File: config.mk
export PLATFORM = sky130hd
export DESIGN_NAME = urs_core
export DESIGN_NICKNAME = d
export VERILOG_FILES = /design/src/core/urs_pkg.sv /design/src/core/urs_core.sv /design/src/core/urs_rate_gen.sv
export VERILOG_INCLUDE_DIRS = /design/src /design/src/core
export SDC_FILE = /design/constraint.sdc
export NUM_CORES = 1
export LEC_CHECK = 0
export BUFFER_PORTS_ARGS = -buffer_cell sky130_fd_sc_hd__buf_2
export CAP_MARGIN = 25
export CORE_AREA = 2 2 116 118
export CTS_BUF_LIST = sky130_fd_sc_hd__clkbuf_8
export CTS_CLUSTER_DIAMETER = 60
export DETAILED_ROUTE_END_ITERATION = 16
export DIE_AREA = 0 0 118 120
export PLACE_DENSITY_LB_ADDON = 0.25
export SYNTH_ARGS = -nofsm -noshare
export SYNTH_HDL_FRONTEND = slang
export SYNTH_SLANG_ARGS = --single-unit
File: constraint.sdc
create_clock -name clk_sys -period 6.6 [get_ports clk_sys]
set_clock_uncertainty 0.2 [all_clocks]
set_input_delay 1.65 -clock clk_sys [delete_from_list [all_inputs] [get_ports clk_sys]]
set_output_delay 1.65 -clock clk_sys [all_outputs]
set_load 0.01 [all_outputs]
File: src/core/urs_params.svh
`ifndef URS_PARAMS_SVH
`define URS_PARAMS_SVH

// Register select codes on the two address pins
`define URS_ADDR_HOLD       2'h0
`define URS_ADDR_LINE       2'h1
`define URS_ADDR_MODEM_CTL  2'h2
`define URS_ADDR_RATE       2'h3

// Rate select register fields
`define URS_RATE_CO_SEL     7
`define URS_RATE_PRE_LSB    5
`define URS_RATE_DIV_LSB    0

// Modem control register fields
`define URS_MCR_DTR         0
`define URS_MCR_RTS         1
`define URS_MCR_MODE_LSB    2
`define URS_MCR_RX_EN       4
`define URS_MCR_MODEM_IRQ_ENABLE        5
`define URS_MCR_GLOBAL_IRQ_ENABLE       6
`define URS_MCR_RESET       8'h00

// Line status register fields
`define URS_LSR_PE          0
`define URS_LSR_FE          1
`define URS_LSR_OE          2
`define URS_LSR_BRK         3
`define URS_LSR_MS          4
`define URS_LSR_TC          5
`define URS_LSR_TX_HOLDING_EMPTY_FLAG        6
`define URS_LSR_DR          7
`define URS_LSR_RESET       8'h60

// Modem line status register fields
`define URS_MSR_CTS         0
`define URS_MSR_DSR         1

// Divisor counter width, enough for the largest ratio
`define URS_DIV_W           10

`endif

File: src/core/urs_pkg.sv
package urs_pkg;

	// Operating modes held in the modem control register
	typedef enum logic [1:0] {
		URS_MODE_NORMAL = 2'h0,
		URS_MODE_BREAK  = 2'h1,
		URS_MODE_ECHO   = 2'h2,
		URS_MODE_LOOP   = 2'h3
	} urs_mode_t;

	// Prescaler ratios
	typedef enum logic [1:0] {
		URS_PRE_1 = 2'h0,
		URS_PRE_3 = 2'h1,
		URS_PRE_4 = 2'h2,
		URS_PRE_5 = 2'h3
	} urs_pre_t;

endpackage : urs_pkg

File: src/core/urs_core.sv
// Function
// - Two cascaded counters, 72 rate choices
// - Prescaler divides by 1, 3, 4, 5
// - Divisor counter offers seventeen listed ratios
// - External divisor passes prescaler output through
// - Generator output is sixteen times bit rate
// - Clock-out selects oscillator or generator clock
// - Fifty percent duty except external with 3/5 and odd fractional lengths
// - Modem control readable; RTS/DTR ones drive low
// - Interrupt held low while global enable clear
// - Break mode holds serial output low
// - Echo copies serial input, disables transmitter
// - Loop mode routes transmit to receiver internally
// - Receiver enable clear blocks serial input
// - Modem enable lets CTS/DSR changes interrupt
// - Error flags updated per character at stop
// - Framing and parity error flags set properly
// - Break flag when whole character zero
// - Modem change flag always set; its interrupt gated by both enables
// - Transmission complete flag raises interrupt
// - Holding empty, data ready never interrupt
// - Modem status shows inverted low-true inputs
// - CTS high stops new characters starting
// - Rate bit 7 is clock-out select, reset clear
// - Line status read clears bits and edges
// - Modem status read clears change detector only
`include "urs_params.svh"

module urs_core
	import urs_pkg::*;
#(
	parameter int DIV_W = `URS_DIV_W
) (
	// Clock, reset, enable
	input  wire logic       clk_sys,
	input  wire logic       rst,
	input  wire logic       clkEn,
	// Oscillator and clock out
	input  wire logic       oscInputPin,
	output logic            clockOutPin,
	// Parallel register port
	input  wire logic       chipSel_n,
	input  wire logic       rd_n,
	input  wire logic       wr_n,
	input  wire logic [1:0] addr,
	input  wire logic [7:0] dataIn,
	output logic [7:0]      dataOut,
	output logic            dataOe_n,
	// Modem lines
	input  wire logic       cts_n,
	input  wire logic       dsr_n,
	output logic            rts_n,
	output logic            dtr_n,
	output logic            irqOut,
	// Serial pins
	input  wire logic       serialInPin,
	output logic            serialOutPin,
	// Transmitter side
	input  wire logic       txSerial,
	input  wire logic       txIdle,
	input  wire logic       txHoldEmpty,
	output logic            txStartPermit,
	output logic            txBreakMode,
	output logic            txEnable,
	output logic            txHoldWrite,
	// Receiver side
	input  wire logic       rxCharDone,
	input  wire logic       rxOverrun,
	input  wire logic       rxFraming,
	input  wire logic       rxParity,
	input  wire logic       rxBreak,
	input  wire logic       rxReady,
	input  wire logic [7:0] rxHoldData,
	output logic            rxSerial,
	output logic            rxHoldRead,
	// Other register strobes
	output logic            ctrlWrite,
	output logic [7:0]      busWrData,
	// Generator outputs
	output logic            baudTick,
	output logic            baudClk
);

	localparam int SYNC_W = 17;

	// Synchroniser stages for every outside pin
	logic [SYNC_W-1:0] syncA_q;
	logic [SYNC_W-1:0] syncB_q;
	logic              csS;
	logic              rdS;
	logic              wrS;
	logic [1:0]        addrS;
	logic [7:0]        dataS;
	logic              ctsS_n;
	logic              dsrS_n;
	logic              serS;
	logic              oscS;
	logic              oscPrev_q;
	logic              oscRise;

	// Bus cycle tracking
	logic              rdActive;
	logic              wrActive;
	logic              rdPrev_q;
	logic              wrPrev_q;
	logic [1:0]        rdAddr_q;
	logic [1:0]        wrAddr_q;
	logic [7:0]        wrData_q;
	logic              rdEnd;
	logic              wrEnd;
	logic [7:0]        dataOut_q;
	logic              holdRead_q;
	logic              holdWrite_q;
	logic              ctrlWrite_q;

	// Registers
	logic              coSel_q;
	logic [6:0]        rateSel_q = 7'h00;
	logic [7:0]        mcr_q;
	logic [7:0]        lsr_q;
	logic [3:0]        lsrErr_q;
	logic [7:4]        lsrEvt_q;
	logic [1:0]        modemPrev_q;
	logic              txIdlePrev_q;
	logic              tbePrev_q;
	logic              rdyPrev_q;
	logic [4:0]        irqPrev_q;
	logic              lineEdge_q;
	logic              modemEdge_q;
	logic              irq_q;

	// Decoded fields and events
	urs_mode_t         mode;
	logic [1:0]        msrLive;
	logic              modemChange;
	logic              lsrClr;
	logic              msrClr;
	logic [4:0]        irqBits;
	logic              baudClkGen;

	// Register read decode, used only for the bus read data register
	function automatic logic [7:0] regRead(input logic [1:0] a,
			input logic [7:0] hold, input logic [7:0] modem_control_reg,
			input logic [7:0] lsr, input logic [1:0] modem_line_status_reg);
		logic [7:0] v;
		v = 8'h00;
		unique case (a)
			`URS_ADDR_HOLD:      v = hold;
			`URS_ADDR_LINE:      v = lsr;
			`URS_ADDR_MODEM_CTL: v = modem_control_reg;
			`URS_ADDR_RATE:      v = {6'h00, modem_line_status_reg};
		endcase
		return v;
	endfunction : regRead

	// Two flip-flops on every asynchronous pin; only echo uses the raw serial input
	always_ff @(posedge clk_sys) begin
		if (rst) begin
			syncA_q <= {SYNC_W{1'b1}};
			syncB_q <= {SYNC_W{1'b1}};
		end else if (clkEn) begin
			syncA_q <= {oscInputPin, serialInPin, dsr_n, cts_n, dataIn, addr,
				wr_n, rd_n, chipSel_n};
			syncB_q <= syncA_q;
		end
	end

	assign csS    = ~syncB_q[0];
	assign rdS    = ~syncB_q[1];
	assign wrS    = ~syncB_q[2];
	assign addrS  = syncB_q[4:3];
	assign dataS  = syncB_q[12:5];
	assign ctsS_n = syncB_q[13];
	assign dsrS_n = syncB_q[14];
	assign serS   = syncB_q[15];
	assign oscS   = syncB_q[16];

	// Oscillator edge for the rate counters
	always_ff @(posedge clk_sys) begin
		if (rst) begin
			oscPrev_q <= 1'b1;  // Matches synchroniser reset, no false edge
		end else if (clkEn) begin
			oscPrev_q <= oscS;
		end
	end

	assign oscRise = oscS && !oscPrev_q;

	// Strobes act at the trailing edge, so status clearing is
	// held off until the read cycle is over
	assign rdActive = csS && rdS;
	assign wrActive = csS && wrS;
	assign rdEnd    = rdPrev_q && !rdActive;
	assign wrEnd    = wrPrev_q && !wrActive;
	assign lsrClr   = rdEnd && (rdAddr_q == `URS_ADDR_LINE);
	assign msrClr   = rdEnd && (rdAddr_q == `URS_ADDR_RATE);

	// Latch address and data while the strobe is low
	always_ff @(posedge clk_sys) begin
		if (rst) begin
			rdPrev_q <= 1'b0;
			wrPrev_q <= 1'b0;
			rdAddr_q <= 2'h0;
			wrAddr_q <= 2'h0;
			wrData_q <= 8'h00;
		end else if (clkEn) begin
			rdPrev_q <= rdActive;
			wrPrev_q <= wrActive;
			if (rdActive) begin
				rdAddr_q <= addrS;
			end
			if (wrActive) begin
				wrAddr_q <= addrS;
				wrData_q <= dataS;
			end
		end
	end

	// Read data register, driven while the read strobe is low
	always_ff @(posedge clk_sys) begin
		if (rst) begin
			dataOut_q <= 8'h00;
		end else if (clkEn && rdActive) begin
			dataOut_q <= regRead(addrS, rxHoldData, mcr_q, lsr_q, msrLive);
		end
	end

	assign dataOut  = dataOut_q;
	assign dataOe_n = !rdPrev_q;  // Low while driving the bus

	// One-cycle strobes to the holding registers and character format
	always_ff @(posedge clk_sys) begin
		if (rst) begin
			holdRead_q  <= 1'b0;
			holdWrite_q <= 1'b0;
			ctrlWrite_q <= 1'b0;
		end else if (clkEn) begin
			holdRead_q  <= rdEnd && (rdAddr_q == `URS_ADDR_HOLD);
			holdWrite_q <= wrEnd && (wrAddr_q == `URS_ADDR_HOLD);
			ctrlWrite_q <= wrEnd && (wrAddr_q == `URS_ADDR_LINE);
		end
	end

	assign rxHoldRead  = holdRead_q;
	assign txHoldWrite = holdWrite_q;
	assign ctrlWrite   = ctrlWrite_q;
	assign busWrData   = wrData_q;

	// Rate select: reset clears only the clock-out select
	always_ff @(posedge clk_sys) begin
		if (rst) begin
			coSel_q <= 1'b0;
		end else if (clkEn && wrEnd && wrAddr_q == `URS_ADDR_RATE) begin
			coSel_q <= wrData_q[`URS_RATE_CO_SEL];
		end
	end

	// Ratio bits keep their value across reset
	always_ff @(posedge clk_sys) begin
		if (clkEn && wrEnd && wrAddr_q == `URS_ADDR_RATE) begin
			rateSel_q <= wrData_q[6:0];
		end
	end

	// Modem control; top bit is stored as written, host keeps it zero
	always_ff @(posedge clk_sys) begin
		if (rst) begin
			mcr_q <= `URS_MCR_RESET;
		end else if (clkEn && wrEnd && wrAddr_q == `URS_ADDR_MODEM_CTL) begin
			mcr_q <= wrData_q;
		end
	end

	assign mode = urs_mode_t'(mcr_q[`URS_MCR_MODE_LSB +: 2]);

	// Written one asserts the low-true pin
	assign rts_n = ~mcr_q[`URS_MCR_RTS];
	assign dtr_n = ~mcr_q[`URS_MCR_DTR];

	// Live modem image, inverted
	assign msrLive = {~dsrS_n, ~ctsS_n};

	// Any change of either modem input
	always_ff @(posedge clk_sys) begin
		if (rst) begin
			modemPrev_q <= 2'h0;
		end else if (clkEn) begin
			modemPrev_q <= msrLive;
		end
	end

	assign modemChange = |(msrLive ^ modemPrev_q);

	// Previous levels of the transmitter and receiver conditions
	always_ff @(posedge clk_sys) begin
		if (rst) begin
			txIdlePrev_q <= 1'b1;
			tbePrev_q    <= 1'b1;
			rdyPrev_q    <= 1'b0;
		end else if (clkEn) begin
			txIdlePrev_q <= txIdle;
			tbePrev_q    <= txHoldEmpty;
			rdyPrev_q    <= rxReady;
		end
	end

	// Error and break flags: rewritten per character, cleared by read;
	// a new character in the clearing cycle wins
	always_ff @(posedge clk_sys) begin
		if (rst) begin
			lsrErr_q <= 4'(`URS_LSR_RESET);
		end else if (clkEn) begin
			if (rxCharDone) begin
				lsrErr_q[`URS_LSR_OE]  <= rxOverrun;
				lsrErr_q[`URS_LSR_FE]  <= rxFraming;
				lsrErr_q[`URS_LSR_PE]  <= rxParity;
				lsrErr_q[`URS_LSR_BRK] <= rxBreak;
			end else if (lsrClr) begin
				lsrErr_q <= 4'h0;
			end
		end
	end

	// Event flags: set wins over a read clear
	always_ff @(posedge clk_sys) begin
		if (rst) begin
			lsrEvt_q <= 4'(`URS_LSR_RESET >> 4);
		end else if (clkEn) begin
			if (modemChange) begin
				lsrEvt_q[`URS_LSR_MS] <= 1'b1;
			end else if (lsrClr) begin
				lsrEvt_q[`URS_LSR_MS] <= 1'b0;
			end
			if (txIdle && !txIdlePrev_q) begin
				lsrEvt_q[`URS_LSR_TC] <= 1'b1;
			end else if (lsrClr) begin
				lsrEvt_q[`URS_LSR_TC] <= 1'b0;
			end
			if (txHoldEmpty && !tbePrev_q) begin
				lsrEvt_q[`URS_LSR_TX_HOLDING_EMPTY_FLAG] <= 1'b1;
			end else if (lsrClr) begin
				lsrEvt_q[`URS_LSR_TX_HOLDING_EMPTY_FLAG] <= 1'b0;
			end
			if (rxReady && !rdyPrev_q) begin
				lsrEvt_q[`URS_LSR_DR] <= 1'b1;
			end else if (lsrClr) begin
				lsrEvt_q[`URS_LSR_DR] <= 1'b0;
			end
		end
	end

	// Two halves kept apart so each has a single writing process
	assign lsr_q = {lsrEvt_q, lsrErr_q};

	// Status bits that may interrupt; TX_HOLDING_EMPTY_FLAG and DR left out
	assign irqBits = {lsr_q[`URS_LSR_TC], lsr_q[`URS_LSR_BRK], lsr_q[`URS_LSR_OE],
		lsr_q[`URS_LSR_FE], lsr_q[`URS_LSR_PE]};

	// Rising-edge detector on status bits; the reset-set TC makes an
	// edge too, so software reads status before enabling interrupts
	always_ff @(posedge clk_sys) begin
		if (rst) begin
			irqPrev_q  <= 5'h00;
			lineEdge_q <= 1'b0;
		end else if (clkEn) begin
			irqPrev_q <= irqBits;
			if (|(irqBits & ~irqPrev_q)) begin
				lineEdge_q <= 1'b1;
			end else if (lsrClr) begin
				lineEdge_q <= 1'b0;
			end
		end
	end

	// Modem change detector; either status read clears it
	always_ff @(posedge clk_sys) begin
		if (rst) begin
			modemEdge_q <= 1'b0;
		end else if (clkEn) begin
			if (modemChange) begin
				modemEdge_q <= 1'b1;
			end else if (msrClr || lsrClr) begin
				modemEdge_q <= 1'b0;
			end
		end
	end

	// Interrupt request, gated by the global and modem enables
	always_ff @(posedge clk_sys) begin
		if (rst) begin
			irq_q <= 1'b0;
		end else if (clkEn) begin
			irq_q <= mcr_q[`URS_MCR_GLOBAL_IRQ_ENABLE] && (lineEdge_q ||
				(mcr_q[`URS_MCR_MODEM_IRQ_ENABLE] && modemEdge_q));
		end
	end

	assign irqOut = irq_q;

	// Two-counter rate generator
	urs_rate_gen #(
		.DIV_W    (DIV_W)
	) u_rate_gen (
		.clk_sys  (clk_sys),
		.rst      (rst),
		.clkEn    (clkEn),
		.oscLevel (oscS),
		.oscRise  (oscRise),
		.preSel   (urs_pre_t'(rateSel_q[`URS_RATE_PRE_LSB +: 2])),
		.divSel   (rateSel_q[`URS_RATE_DIV_LSB +: 5]),
		.baudTick (baudTick),
		.baudClk  (baudClkGen)
	);

	assign baudClk = baudClkGen;

	// Clock out: synchronised copy of the oscillator or the 16x clock
	assign clockOutPin = coSel_q ? baudClkGen : oscS;

	// Serial output per mode; echo uses the raw pin, not resynchronised
	always_comb begin
		unique case (mode)
			URS_MODE_NORMAL: serialOutPin = txSerial;
			URS_MODE_BREAK:  serialOutPin = 1'b0;
			URS_MODE_ECHO:   serialOutPin = serialInPin;
			URS_MODE_LOOP:   serialOutPin = 1'b1;
		endcase
	end

	// Receiver input: loopback, gated pin, or idle mark
	always_comb begin
		if (mode == URS_MODE_LOOP) begin
			rxSerial = txSerial;
		end else if (!mcr_q[`URS_MCR_RX_EN]) begin
			rxSerial = 1'b1;
		end else begin
			rxSerial = serS;
		end
	end

	// Transmitter controls; it finishes a character already begun
	assign txStartPermit = !ctsS_n;
	assign txBreakMode   = (mode == URS_MODE_BREAK);
	assign txEnable      = (mode != URS_MODE_ECHO);

endmodule : urs_core

File: src/core/urs_rate_gen.sv
`include "urs_params.svh"

module urs_rate_gen
	import urs_pkg::*;
#(
	parameter int DIV_W = `URS_DIV_W
) (
	// Clock, reset, enable
	input  wire logic             clk_sys,
	input  wire logic             rst,
	input  wire logic             clkEn,
	// Synchronised oscillator
	input  wire logic             oscLevel,
	input  wire logic             oscRise,
	// Ratio selects
	input  wire urs_pre_t         preSel,
	input  wire logic [4:0]       divSel,
	// Generator output
	output logic                  baudTick,
	output logic                  baudClk
);

	logic [2:0]       preCnt_q;
	logic [DIV_W-1:0] divCnt_q;
	logic [1:0]       phase_q;
	logic             baudClk_q;
	logic             preTick;
	logic             preLevel;
	logic             divWrap;
	logic [DIV_W-1:0] curLen;
	logic [2:0]       preLen;

	// Length in prescaler ticks of one output period; fractional ratios
	// cycle over three periods so the average is exact
	function automatic logic [DIV_W-1:0] divLen(input logic [4:0] sel,
			input logic [1:0] ph);
		logic [DIV_W-1:0] len;
		len = DIV_W'(1);
		unique case (sel)
			5'h01: len = DIV_W'(2);
			5'h02: len = DIV_W'(4);
			5'h03: len = (ph == 2'h2) ? DIV_W'(6) : DIV_W'(5);
			5'h04: len = DIV_W'(8);
			5'h05: len = (ph == 2'h2) ? DIV_W'(10) : DIV_W'(11);
			5'h06: len = DIV_W'(16);
			5'h07: len = (ph == 2'h2) ? DIV_W'(20) : DIV_W'(19);
			5'h08: len = DIV_W'(22);
			5'h09: len = DIV_W'(32);
			5'h0a: len = DIV_W'(64);
			5'h0b: len = DIV_W'(128);
			5'h0c: len = DIV_W'(192);
			5'h0d: len = DIV_W'(256);
			5'h0e: len = DIV_W'(288);
			5'h0f: len = DIV_W'(352);
			5'h10: len = DIV_W'(512);
			5'h11: len = DIV_W'(768);
			default: len = DIV_W'(1); // External and unused codes
		endcase
		return len;
	endfunction : divLen

	// Prescaler ratio
	always_comb begin
		unique case (preSel)
			URS_PRE_1: preLen = 3'h1;
			URS_PRE_3: preLen = 3'h3;
			URS_PRE_4: preLen = 3'h4;
			URS_PRE_5: preLen = 3'h5;
		endcase
	end

	// Compare as at-or-above so a ratio change never strands a counter
	assign preTick  = oscRise && (preCnt_q >= preLen - 3'h1);
	// Prescale ratios 3 and 5 give an uneven high phase
	assign preLevel = (preSel == URS_PRE_1) ? oscLevel : (preCnt_q < (preLen >> 1));
	assign curLen   = divLen(divSel, phase_q);
	assign divWrap  = preTick && (divCnt_q >= curLen - DIV_W'(1));

	// First counter: prescaler
	always_ff @(posedge clk_sys) begin
		if (rst) begin
			preCnt_q <= 3'h0;
		end else if (clkEn && oscRise) begin
			preCnt_q <= preTick ? 3'h0 : preCnt_q + 3'h1;
		end
	end

	// Second counter: divisor select
	always_ff @(posedge clk_sys) begin
		if (rst) begin
			divCnt_q <= '0;
			phase_q  <= 2'h0;
		end else if (clkEn && preTick) begin
			divCnt_q <= divWrap ? '0 : divCnt_q + DIV_W'(1);
			if (divWrap) begin
				phase_q <= (phase_q == 2'h2) ? 2'h0 : phase_q + 2'h1;
			end
		end
	end

	// Half-length high phase gives a 50% duty cycle for even lengths
	always_ff @(posedge clk_sys) begin
		if (rst) begin
			baudClk_q <= 1'b0;
		end else if (clkEn) begin
			baudClk_q <= (divCnt_q < (curLen >> 1));
		end
	end

	// External code passes prescaler straight through
	assign baudTick = (curLen == DIV_W'(1)) ? preTick : divWrap;
	assign baudClk  = (curLen == DIV_W'(1)) ? preLevel : baudClk_q;

endmodule : urs_rate_gen

==> results of run 1 <==
[worst min-delay path by stage]
stage | slack, ps | to | depth (start not counted)
final | 260 | txIdlePrev_q | 2
after global routing | 280 | rdyPrev_q | 2
after CTS | 270 | txIdlePrev_q | 2
after detailed placement | 250 | txIdlePrev_q | 2
after global placement | 250 | txIdlePrev_q | 2
after floorplan | 220 | lsrEvt_q[6] | 2
[layout by cell type, fill, tap and decap left out, types with 4 or more instances in the layout]
cell type and instances:
nand2_1 76, o211ai_1 7, nand3_1 20, nor2_1 66, a31oi_1 14, a211oi_1 10, ha_1 31, dfxtp_1 106
nand4_1 14, edfxtp_1 7, buf_2 67, clkinvlp_4 4, nor2b_1 15, inv_1 28, inv_6 4, nand2b_1 13
nor3_1 6, xor2_1 4, clkbuf_8 17, mux2i_1 67, o21a_1 4, o21ai_0 18, a21oi_1 38
[layout make-up]
| cell class | count | area (µm²) | share of cell area (%) |
|---|---|---|---|
| Sequential cell | 113 | 2330 | 35.8 |
| Multi-Input combinational cell | 466 | 3100 | 47.6 |
| Clock inverter | 15 | 160 | 2.46 |
| Clock buffer | 17 | 234 | 3.59 |
| Timing Repair Buffer | 70 | 362 | 5.55 |
| Tap cell | 176 | 220 | 3.38 |
| Inverter | 28 | 105 | 1.61 |
[metal layers]
layer  up-vias  track usage [%]  part of all wire (%)
met5         -                0                     0
met4         0             6.48                   1.4
met2       100             33.8                    49
li1       2389                -                     -
met1      2197             24.3                    45
met3        11             5.28                   4.4
[worst max-delay path: stages, from the launching register on]
cell and delay [ps]:
edfxtp_1 740, nor2b_1 180, a21oi_1 190, nor2_1 60
a221o_1 280, inv_1 90, ha_1 320, and2_1 200
a21oi_1 70, a22oi_1 150, o221ai_1 160, ha_1 320
o21a_1 150, nor2_1 50, a311o_2 470, a311oi_1 340
buf_2 180
[cells in the mapped netlist (4+ instances only)]
library cell	n
edfxtp_1	7
mux2i_1	67
inv_1	27
nor3_1	6
nor2b_1	15
a211oi_1	10
dfxtp_1	106
a21oi_1	38
a31oi_1	14
o21a_1	4
nand3_1	20
buf_2	13
clkbuf_1	19
nand4_1	14
nand2_1	76
nor2_1	66
o211ai_1	7
nand2b_1	13
xor2_1	4
o21ai_0	18
ha_1	31
[power groups by stage]
stage          Clock, mW  Combinational (mW)  Sequential, mW
6_report           0.642              0.0713           0.717
5_1_grt            0.688              0.0798           0.719
4_1_cts            0.656              0.0720           0.717
3_5_place_dp           0              0.0715           0.733
3_3_place_gp           0              0.0697           0.732
2_1_floorplan          0              0.0520           0.728
[registers in the layout (all words and copies together), names as in the netlist, 2 cells and up]
signal	cells
modemPrev_q	2
syncA_q	17
syncB_q	17
lsrErr_q	4
rateSel_q	7
mcr_q	8
busWrData	8
u_rate_gen.divCnt_q	10
irqPrev_q	5
dataOut	8
wrAddr_q	2
u_rate_gen.preCnt_q	3
lsrEvt_q	4
rdAddr_q	2
u_rate_gen.phase_q	2
[logic make-up after synthesis]
group	count (synthesis)	share of synthesized area, %
flip-flops	113	40.8
multiplexers	71	13.0
AO/OA/AOI/OAI	119	13.6
XOR/XNOR	7	1.07
adder cells (fa/ha/maj)	31	6.78
buffers and inverters	65	4.96
AND/OR/NAND/NOR	238	19.9
==> impl_metrics.prom, run 1 <==
# TYPE chip_impl_metric gauge
chip_impl_info{name="cts_tree",value="yes"} 1
chip_impl_metric{name="wl_final",unit="mm"} 13.6
chip_impl_metric{name="switching_share",unit="%"} 24.8
chip_impl_metric{name="worst-path-max-fanout",unit=""} 22
chip_impl_metric{name="finalHoldViolCount",unit=""} 0
chip_impl_metric{name="initial_drt_markers",unit=""} 287
chip_impl_metric{name="grt_max_degree",unit=""} 73
chip_impl_metric{name="report.power.total",unit="mW"} 1.43
chip_impl_metric{name="drt_drc_violations_left",unit=""} 0
chip_impl_metric{name="i_o_pin_cnt",unit=""} 68
chip_impl_metric{name="layout_cells_sized_above_1",unit="%"} 16.4
chip_impl_metric{name="antenna_cells",unit=""} 0
chip_impl_metric{name="clock_tree.htree_level_count",unit=""} 4
chip_impl_metric{name="via_count_of_the_first_global_routing_pass",unit=""} 4443
chip_impl_info{name="critical_path_end_type",value="output port"} 1
chip_impl_info{name="regToRegStartpoint",value="rateSel_q[3]"} 1
chip_impl_metric{name="timing.setup.tns",unit="ps"} 0
chip_impl_metric{name="grt.overflow.total",unit=""} 0
chip_impl_metric{name="yosys.area.top_type_share",unit="%"} 37.1
chip_impl_metric{name="insertion_delay",unit="ps"} 430
chip_impl_metric{name="max-vdd-ir-drop",unit="mV"} 0.156
chip_impl_metric{name="layout-area-overhead-vs-synth",unit="%"} 13.9
chip_impl_metric{name="wl_per_cell",unit="µm"} 15.4
chip_impl_metric{name="cts_inserted_buffers",unit=""} 17
chip_impl_metric{name="power.static_leakage",unit="nW"} 2.66
chip_impl_info{name="synth_largest_area_cell",value="dfxtp_1"} 1
chip_impl_info{name="crit_path_start",value="rateSel_q[3]"} 1
chip_impl_metric{name="antenna_found_initial",unit=""} 0
chip_impl_metric{name="grt_pass1_wl",unit="mm"} 22.1
chip_impl_metric{name="layout.cell_area.non_filler",unit="µm²"} 6520
chip_impl_metric{name="yosysWarningCount",unit=""} 0
chip_impl_info{name="worst_r2r_dst",value="u_rate_gen.divCnt_q[9]"} 1
chip_impl_metric{name="post_synth_instance_area",unit="µm²"} 5720
chip_impl_metric{name="nNetsFinal",unit=""} 764
chip_impl_metric{name="route.vias.total",unit=""} 4697
chip_impl_metric{name="syn_area_per_cell",unit="µm²"} 8.88
chip_impl_metric{name="clock_power_share",unit="%"} 44.9
chip_impl_metric{name="postLayoutCoreUtil",unit="%"} 50.2
chip_impl_info{name="crit_type",value="flop to output port"} 1
chip_impl_metric{name="power.density",unit="nW/µm²"} 219
chip_impl_info{name="unrepaired_setup_endpoints_after_global_routing",value="no"} 1
chip_impl_metric{name="max_freq",unit="MHz"} 161
chip_impl_metric{name="setup_violations",unit=""} 0
chip_impl_metric{name="globalRouteTotalUtil",unit="%"} 19.8
chip_impl_metric{name="ys_seq_elements",unit=""} 113
chip_impl_metric{name="route.detailed.vias_per_inst",unit=""} 5.31
chip_impl_metric{name="synth.lib_cells_used.distinct",unit=""} 65
chip_impl_metric{name="syn_inst",unit=""} 644
chip_impl_metric{name="ys_async_sr_fraction",unit="%"} 0
chip_impl_metric{name="final.period_utilization",unit="%"} 93.9
chip_impl_metric{name="number_of_synthesized_flops_with_an_enable_pin",unit=""} 7
chip_impl_metric{name="chipWidth",unit="µm"} 118
chip_impl_info{name="min_delay_path_class",value="flop to flop"} 1
chip_impl_metric{name="postCtsResizedCells",unit=""} 0
chip_impl_metric{name="place.port_buffers",unit=""} 67
chip_impl_metric{name="fraction_of_power_consumed_by_combinational_cells",unit="%"} 5.0
chip_impl_metric{name="n_fill_cell",unit=""} 1256
chip_impl_metric{name="numClockSinks",unit=""} 113
chip_impl_metric{name="area_of_the_core",unit="µm²"} 13000
chip_impl_metric{name="drv_slew",unit=""} 0
chip_impl_metric{name="internal_power",unit="mW"} 1.08
chip_impl_metric{name="floorplan.die.height",unit="µm"} 120
chip_impl_info{name="outcome",value="finished, final reports clean"} 1
chip_impl_metric{name="worst_slack",unit="ps"} 400
chip_impl_metric{name="timing.reg2reg.setup_slack",unit="ps"} 2100
chip_impl_metric{name="row_count",unit=""} 42
chip_impl_metric{name="place_inst",unit=""} 853
chip_impl_metric{name="cap_violations",unit=""} 0
chip_impl_metric{name="hold-worst-slack",unit="ps"} 258
chip_impl_metric{name="maxSlewHeadroom",unit="%"} 49.0
chip_impl_info{name="synth_area_leaders",value="dfxtp_1, mux2i_1, ha_1, nand2_1, nor2_1"} 1
chip_impl_metric{name="postCtsSetupBuffers",unit=""} 0
chip_impl_info{name="cts_root_buffer",value="clkbuf_8"} 1
chip_impl_metric{name="final_cells",unit=""} 885
chip_impl_metric{name="synth.net_count",unit=""} 712
chip_impl_metric{name="place_worst_setup_slack",unit="ps"} 859
chip_impl_metric{name="share_seq_of_total_power",unit="%"} 50.1
chip_impl_info{name="cp-endpoint",value="baudTick"} 1
chip_impl_metric{name="cts_hold_repair.buffers",unit=""} 0
chip_impl_metric{name="design.die.area",unit="µm²"} 14200
chip_impl_metric{name="gp_routability_congestion",unit=""} 0.848
chip_impl_metric{name="r2r_cells",unit=""} 16
chip_impl_metric{name="worst_ep_required_time",unit="ps"} 4750
chip_impl_metric{name="start_util",unit="%"} 44.1
chip_impl_info{name="holdCritStartpoint",value="txIdlePrev_q"} 1
chip_impl_metric{name="path_clk_slew",unit="ps"} 70
chip_impl_metric{name="timing_worst_slew_pin_value",unit="ps"} 764
chip_impl_info{name="ys.flop_type",value="dfxtp_1"} 1
chip_impl_metric{name="worst-endpoint-arrival",unit="ps"} 4350
chip_impl_info{name="worst_setup_path_start_kind",value="flop"} 1
chip_impl_metric{name="seq_area_frac_synth",unit="%"} 40.8
chip_impl_metric{name="period_needed",unit="ps"} 6200
chip_impl_metric{name="antenna_nets_post_route",unit=""} 0
chip_impl_metric{name="dpl-instance-area",unit="µm²"} 6120
chip_impl_metric{name="drtPass1Iterations",unit=""} 6
chip_impl_metric{name="cts-root-to-sink-buffers",unit=""} 2
chip_impl_metric{name="dpl.hpwl",unit="mm"} 9.63
chip_impl_metric{name="netSwitchingPower",unit="mW"} 0.355
(Power assumes the default switching activity.)
==> run 2, diff against run 1 <==
--- a/config.mk
+++ b/config.mk
@@ -16,4 +16,5 @@
 export PLACE_DENSITY_LB_ADDON = 0.25
 export SYNTH_ARGS = -nofsm -noshare
 export SYNTH_HDL_FRONTEND = slang
+export SYNTH_HIERARCHICAL = 1
 export SYNTH_SLANG_ARGS = --single-unit
==> run 2 against run 1 <==
  * Wire length decreased by 6.5%
  * Synthesized cell count unchanged
  * Global-route usage shrank 1.1 points
  * Largest power group unchanged
  * Highest routed layer unchanged
==> impl_metrics.prom, run 2 <==
# TYPE chip_impl_metric gauge
chip_impl_info{name="outcome",value="finished, final reports clean"} 1
chip_impl_metric{name="path_clk_slew",unit="ps"} 70
chip_impl_metric{name="start_util",unit="%"} 44.1
chip_impl_metric{name="number_of_synthesized_flops_with_an_enable_pin",unit=""} 7
chip_impl_metric{name="max_freq",unit="MHz"} 164
chip_impl_metric{name="globalRouteTotalUtil",unit="%"} 18.7
chip_impl_info{name="synth_area_leaders",value="dfxtp_1, mux2i_1, ha_1, nand2_1, nor2_1"} 1
chip_impl_metric{name="yosysWarningCount",unit=""} 6
chip_impl_info{name="synth.most_common_cell",value="dfxtp_1"} 1
chip_impl_metric{name="synth.lib_cells_used.distinct",unit=""} 74
chip_impl_metric{name="i_o_pin_cnt",unit=""} 68
chip_impl_metric{name="antenna_cells",unit=""} 0
chip_impl_metric{name="ys_async_sr_fraction",unit="%"} 0
chip_impl_metric{name="multi_input_area",unit="µm²"} 3110
chip_impl_metric{name="route.vias.total",unit=""} 4642
chip_impl_metric{name="wl_per_cell",unit="µm"} 14.4
chip_impl_metric{name="clock_tree.htree_level_count",unit=""} 4
chip_impl_info{name="synth.top_cells.by_count",value="dfxtp_1, nand2_1, nor2_1"} 1
chip_impl_metric{name="row_count",unit=""} 42
chip_impl_metric{name="dpl-instance-area",unit="µm²"} 6130
chip_impl_metric{name="cts-root-to-sink-buffers",unit=""} 2
chip_impl_metric{name="design.die.area",unit="µm²"} 14200
chip_impl_metric{name="layout-area-overhead-vs-synth",unit="%"} 14.3
chip_impl_metric{name="postCtsSetupBuffers",unit=""} 0
chip_impl_metric{name="synth.net_count",unit=""} 712
chip_impl_metric{name="grt.overflow.total",unit=""} 0
chip_impl_metric{name="seq_area_frac_synth",unit="%"} 40.7
chip_impl_info{name="crit_type",value="flop to output port"} 1
chip_impl_metric{name="floorplan.die.height",unit="µm"} 120
chip_impl_metric{name="power.static_leakage",unit="nW"} 2.79
chip_impl_metric{name="chipWidth",unit="µm"} 118
chip_impl_metric{name="gp_routability_congestion",unit=""} 0.847
chip_impl_metric{name="worst-endpoint-arrival",unit="ps"} 4230
chip_impl_metric{name="postLayoutCoreUtil",unit="%"} 50.5
chip_impl_metric{name="worst_ep_required_time",unit="ps"} 4750
chip_impl_info{name="min_delay_path_class",value="flop to flop"} 1
chip_impl_metric{name="cts_inserted_buffers",unit=""} 17
chip_impl_metric{name="post_synth_instance_area",unit="µm²"} 5730
chip_impl_metric{name="antenna_found_initial",unit=""} 0
chip_impl_info{name="critical_path_end_type",value="output port"} 1
chip_impl_metric{name="drt_drc_violations_left",unit=""} 0
chip_impl_info{name="layout.cells.most_common",value="dfxtp_1"} 1
chip_impl_metric{name="timing.setup.tns",unit="ps"} 0
chip_impl_metric{name="finalHoldViolCount",unit=""} 0
chip_impl_metric{name="grt_max_degree",unit=""} 74
chip_impl_metric{name="route.detailed.vias_per_inst",unit=""} 5.25
chip_impl_metric{name="syn_inst",unit=""} 644
chip_impl_metric{name="wl_final",unit="mm"} 12.7
chip_impl_info{name="cts_root_buffer",value="clkbuf_8"} 1
chip_impl_metric{name="via_count_of_the_first_global_routing_pass",unit=""} 4316
chip_impl_metric{name="slowest_delay",unit="ps"} 720
chip_impl_metric{name="syn_area_per_cell",unit="µm²"} 8.90
chip_impl_metric{name="postCtsResizedCells",unit=""} 0
chip_impl_info{name="path_cells",value="nand2b_1 -> o21a_1 -> o22ai_1 -> nand2b_1 -> ha_1 -> nand2_2 -> mux2_1 -> a211oi_1 -> ha_1 -> o21a_1 -> o211ai_1 -> a21oi_2 -> and2_4 -> o211a_1 -> buf_2"} 1
chip_impl_metric{name="worst-path-max-fanout",unit=""} 28
chip_impl_metric{name="dpl.hpwl",unit="mm"} 8.91
chip_impl_metric{name="power.density",unit="nW/µm²"} 227
chip_impl_metric{name="maxSlewHeadroom",unit="%"} 35.1
chip_impl_info{name="largest_registers",value="syncA_q (17), syncB_q (17), u_rate_gen/divCnt_q (10)"} 1
chip_impl_info{name="cts_tree",value="yes"} 1
chip_impl_metric{name="cap_violations",unit=""} 0
chip_impl_metric{name="setup_violations",unit=""} 0
chip_impl_metric{name="ys_seq_elements",unit=""} 113
chip_impl_metric{name="seq_area",unit="µm²"} 2330
chip_impl_info{name="synth_largest_area_cell",value="dfxtp_1"} 1
chip_impl_metric{name="n_fill_cell",unit=""} 1254
chip_impl_metric{name="layout.cell_area.non_filler",unit="µm²"} 6550
chip_impl_metric{name="place.port_buffers",unit=""} 67
chip_impl_metric{name="period_needed",unit="ps"} 6080
chip_impl_metric{name="grt_pass1_wl",unit="mm"} 21.1
chip_impl_info{name="worst_setup_path_start_kind",value="flop"} 1
chip_impl_metric{name="cts_hold_repair.buffers",unit=""} 0
chip_impl_metric{name="final.period_utilization",unit="%"} 92.2
chip_impl_info{name="unrepaired_setup_endpoints_after_global_routing",value="no"} 1
chip_impl_metric{name="area_of_the_core",unit="µm²"} 13000
chip_impl_metric{name="initial_drt_markers",unit=""} 265
chip_impl_metric{name="antenna_nets_post_route",unit=""} 0
chip_impl_metric{name="insertion_delay",unit="ps"} 440
chip_impl_info{name="ys.flop_type",value="dfxtp_1"} 1
chip_impl_metric{name="timing_worst_slew_pin_value",unit="ps"} 973
chip_impl_metric{name="yosys.area.top_type_share",unit="%"} 37.0
chip_impl_metric{name="drtPass1Iterations",unit=""} 7
chip_impl_metric{name="layout_cells_sized_above_1",unit="%"} 17.7
chip_impl_metric{name="numClockSinks",unit=""} 113
chip_impl_info{name="commonest_cells_after_routing_fill_and_taps_aside",value="dfxtp_1, nand2_1, nor2_1"} 1
chip_impl_metric{name="drv_slew",unit=""} 0
chip_impl_metric{name="nNetsFinal",unit=""} 763
chip_impl_metric{name="max-vdd-ir-drop",unit="mV"} 0.186
chip_impl_info{name="slowest_stage",value="edfxtp_1"} 1
[run 2: changes by cell type after synthesis, moves of 5 or more]
cell	delta
nand2_1	+10
o21ai_1	+6
nand3_1	+6
a31oi_1	-8
clkbuf_1	-8
nand4_1	-13
nor3_1	+7
o311ai_2	+7
a21oi_1	-5
a211oi_1	-6
[run 2: path summary, 6_finish.rpt]
kind	from	end	cells after the start	slack, ps
worst max-delay path	rateSel_q[2]	baudTick	15	520
worst min-delay path	lsrEvt_q[6]	lsrEvt_q[6]	2	250
worst max register to register	rateSel_q[2]	u_rate_gen/divCnt_q[7]	15	2260
worst min register to register	lsrEvt_q[6]	lsrEvt_q[6]	2	250
[run 2: layout make-up]
type	count	area share, %
multi-input cells	463	47.5
clock buffers	19	3.99
repair buffers	69	5.39
clock inverters	13	2.43
inverters	31	1.78
flip-flops and latches	113	35.6
well taps	176	3.36
[run 2: logic make-up (layout without fill, tap and decap cells)]
group | Yosys count | count (layout) | share of synthesized area, %
buffers and inverters | 68 | 132 | 5.02
XOR/XNOR | 4 | 4 | 0.612
AO/OA/AOI/OAI | 114 | 114 | 14.3
adder cells (fa/ha/maj) | 31 | 31 | 6.77
AND/OR/NAND/NOR | 245 | 245 | 20.0
multiplexers | 69 | 69 | 12.6
flip-flops | 113 | 113 | 40.7
[run 2: report_power, final]
group	total, mW	internal, mW	switching, mW
logic	0.0740	0.0333	0.0407
registers	0.718	0.705	0.0130
clock network	0.692	0.394	0.299
[run 2: layer usage]
layer | track usage (%) | vias up | share of wire (%)
met4 | 8.96 | 0 | 1.8
li1 | - | 2364 | -
met2 | 29.5 | 93 | 46
met3 | 4.61 | 17 | 4.3
met1 | 24.2 | 2168 | 48
met5 | 0 | - | 0
[run 2: critical path: cells and delay by family, from the launching register on]
family	cells	cell delay [ps]
DFF	1	720
AOI/OAI and AO/OA	7	1290
and+or+nand+nor	4	780
muxes	1	340
adders and majority gates	2	540
buffers and inverters	1	130
[run 2: stage by stage]
stage | hold slack [ps] | std cells | setup slack (ps) | power, mW
floorplan | 215 | 644 | 1580 | 0.782
global placement | 231 | 851 | 1110 | 0.806
detailed placement | 240 | 852 | 991 | 0.808
CTS | 249 | 884 | 503 | 1.50
global route | 272 | 884 | 144 | 1.54
finish | 255 | 884 | 516 | 1.48
==> run 3, diff against run 2 <==
--- a/config.mk
+++ b/config.mk
@@ -10,7 +10,7 @@
 export CAP_MARGIN = 25
 export CORE_AREA = 2 2 116 118
 export CTS_BUF_LIST = sky130_fd_sc_hd__clkbuf_8
-export CTS_CLUSTER_DIAMETER = 60
+export CTS_CLUSTER_DIAMETER = 40
 export DETAILED_ROUTE_END_ITERATION = 16
 export DIE_AREA = 0 0 118 120
 export PLACE_DENSITY_LB_ADDON = 0.25
@@ -18,3 +18,4 @@
 export SYNTH_HDL_FRONTEND = slang
 export SYNTH_HIERARCHICAL = 1
 export SYNTH_SLANG_ARGS = --single-unit
+export TNS_END_PERCENT = 50
==> constraint.sdc (replaced) <==
create_clock -name clk_sys -period 5.2 [get_ports clk_sys]
set_clock_uncertainty 0.2 [all_clocks]
set_input_delay 1.3 -clock clk_sys [delete_from_list [all_inputs] [get_ports clk_sys]]
set_output_delay 1.3 -clock clk_sys [all_outputs]
set_load 0.01 [all_outputs]
==> run 3 against run 2 <==
  * Via count rose by 1.9%
  * Sequential power rose by 27%
  * Sequential share of layout area fell by 1.1 points
  * First-iteration DRC count rose by 16%
  * Cell count rose by 1.8%
  * Design area rose by 3.2%
  * Die area did not move
  * Power rose by 27%
  * Clock-buffer cell count rose by 4
  * Critical path depth rose by 1
  * Combinational power rose by 28%
  * Global-route usage rose by 0.097 points
==> impl_metrics.prom, run 3 (synthesized netlist as in run 2, its figures left out) <==
# TYPE chip_impl_metric gauge
chip_impl_metric{name="path_clk_slew",unit="ps"} 60
chip_impl_info{name="commonest_cells_after_routing_fill_and_taps_aside",value="dfxtp_1, nand2_1, nor2_1"} 1
chip_impl_metric{name="dpl.hpwl",unit="mm"} 9.41
chip_impl_info{name="cts_root_buffer",value="clkbuf_8"} 1
chip_impl_info{name="largest_registers",value="syncA_q (17), syncB_q (17), u_rate_gen/divCnt_q (10)"} 1
chip_impl_metric{name="dpl-instance-area",unit="µm²"} 6190
chip_impl_metric{name="layout.cell_area.non_filler",unit="µm²"} 6760
chip_impl_metric{name="timing_worst_slew_pin_value",unit="ps"} 933
chip_impl_info{name="layout.cells.most_common",value="dfxtp_1"} 1
chip_impl_metric{name="row_count",unit=""} 42
chip_impl_metric{name="route.vias.total",unit=""} 4729
chip_impl_metric{name="power.density",unit="nW/µm²"} 278
chip_impl_metric{name="globalRouteTotalUtil",unit="%"} 18.8
chip_impl_metric{name="setup_violations",unit=""} 0
chip_impl_metric{name="power.static_leakage",unit="nW"} 2.91
chip_impl_metric{name="design.die.area",unit="µm²"} 14200
chip_impl_metric{name="worst-endpoint-arrival",unit="ps"} 3540
chip_impl_metric{name="antenna_cells",unit=""} 0
chip_impl_metric{name="timing.setup.tns",unit="ps"} 0
chip_impl_metric{name="period_needed",unit="ps"} 5040
chip_impl_metric{name="grt.overflow.total",unit=""} 0
chip_impl_metric{name="report.power.total",unit="mW"} 1.88
chip_impl_metric{name="start_util",unit="%"} 44.1
chip_impl_metric{name="place.port_buffers",unit=""} 67
chip_impl_metric{name="wl_per_cell",unit="µm"} 14.7
chip_impl_metric{name="drv_slew",unit=""} 0
chip_impl_metric{name="floorplan.die.height",unit="µm"} 120
chip_impl_metric{name="via_count_of_the_first_global_routing_pass",unit=""} 4335
chip_impl_metric{name="final.period_utilization",unit="%"} 97.0
chip_impl_metric{name="antenna_nets_post_route",unit=""} 0
chip_impl_metric{name="gp_routability_congestion",unit=""} 0.868
chip_impl_metric{name="max-vdd-ir-drop",unit="mV"} 0.208
chip_impl_metric{name="layout_cells_sized_above_1",unit="%"} 20.9
chip_impl_info{name="outcome",value="finished, final reports clean"} 1
chip_impl_metric{name="numClockSinks",unit=""} 113
chip_impl_metric{name="clock_tree.htree_level_count",unit=""} 4
chip_impl_metric{name="finalHoldViolCount",unit=""} 0
chip_impl_info{name="unrepaired_setup_endpoints_after_global_routing",value="yes"} 1
chip_impl_metric{name="antenna_found_initial",unit=""} 0
chip_impl_info{name="worst_setup_path_start_kind",value="flop"} 1
chip_impl_metric{name="drt_drc_violations_left",unit=""} 0
chip_impl_metric{name="hold-worst-slack",unit="ps"} 254
chip_impl_metric{name="drtPass1Iterations",unit=""} 5
chip_impl_metric{name="layout-area-overhead-vs-synth",unit="%"} 18.1
chip_impl_metric{name="insertion_delay",unit="ps"} 440
chip_impl_metric{name="area_of_the_core",unit="µm²"} 13000
chip_impl_metric{name="initial_drt_markers",unit=""} 307
chip_impl_info{name="cts_tree",value="yes"} 1
chip_impl_metric{name="grt_pass1_wl",unit="mm"} 21.4
chip_impl_metric{name="grt_max_degree",unit=""} 53
chip_impl_metric{name="route.detailed.vias_per_inst",unit=""} 5.25
chip_impl_info{name="critical_path_end_type",value="output port"} 1
chip_impl_metric{name="worst-path-max-fanout",unit=""} 8
chip_impl_metric{name="cts-root-to-sink-buffers",unit=""} 2
chip_impl_info{name="crit_type",value="flop to output port"} 1
chip_impl_metric{name="cap_violations",unit=""} 0
chip_impl_metric{name="wl_final",unit="mm"} 13.2
chip_impl_metric{name="chipWidth",unit="µm"} 118
chip_impl_metric{name="worst_ep_required_time",unit="ps"} 3700
chip_impl_metric{name="nNetsFinal",unit=""} 782
chip_impl_metric{name="i_o_pin_cnt",unit=""} 68
chip_impl_info{name="min_delay_path_class",value="flop to flop"} 1
chip_impl_metric{name="cts_inserted_buffers",unit=""} 17
chip_impl_metric{name="maxSlewHeadroom",unit="%"} 37.4
chip_impl_metric{name="max_freq",unit="MHz"} 198
[run 3: critical path, stage by stage, from the launching register on]
cell	delay [ps]
edfxtp_1	440
buf_6	170
o21a_1	180
o22ai_1	150
nand2b_1	160
ha_4	220
nand2_4	70
buf_4	140
a32o_1	170
a21oi_1	80
ha_1	190
a211o_1	320
a21oi_4	170
nand4_4	130
and2_4	200
o211a_1	200
buf_2	130
[run 3: cell type report]
type                            instances  area (µm²)
Fill cell                            1238        6220
Multi-Input combinational cell        463        3170
Sequential cell                       113        2330
Timing Repair Buffer                   88         503
Clock buffer                           23         317
Tap cell                              176         220
Inverter                               31         116
Clock inverter                          6         104
[run 3: timing repair]
action	4_1_cts	5_1_grt
hold buffers	0	0
resized for setup	4	11
endpoints found under the setup margin	1	1
pin swaps	1	7
buffers inserted	3	9
[run 3: worst paths after layout]
path | start | to | slack (ps) | cells after the start
setup / recovery | rateSel_q[0] | baudTick | 160 | 16
hold / removal | dataOut[1] | dataOut[1] | 250 | 2
setup reg to reg | rateSel_q[0] | u_rate_gen/divCnt_q[7] | 1420 | 16
hold reg to reg | dataOut[1] | dataOut[1] | 250 | 2
[run 3: layer usage]
metal	GRT usage [%]	routed length, µm	vias up
li1	-	-	2386
met1	24.6	6120	2213
met2	29.0	6120	108
met3	5.70	643	22
met4	7.83	301	0
met5	0	0	-
[run 3: through the flow]
step | setup WS, ps | utilization [%] | std cells
global placement | 333 | 47.6 | 858
CTS | 3.46 | 51.2 | 891
global route | -37.9 | 52.1 | 900
floorplan | 530 | - | 644
finish | 156 | 52.1 | 900
detailed placement | 237 | 47.7 | 859
[run 3: power breakdown]
part | total (mW) | leakage, nW | switching, mW | internal [mW]
sequential | 0.912 | 0.915 | 0.0167 | 0.896
combinational | 0.0947 | 1.77 | 0.0523 | 0.0424
clock | 0.875 | 0.221 | 0.336 | 0.540
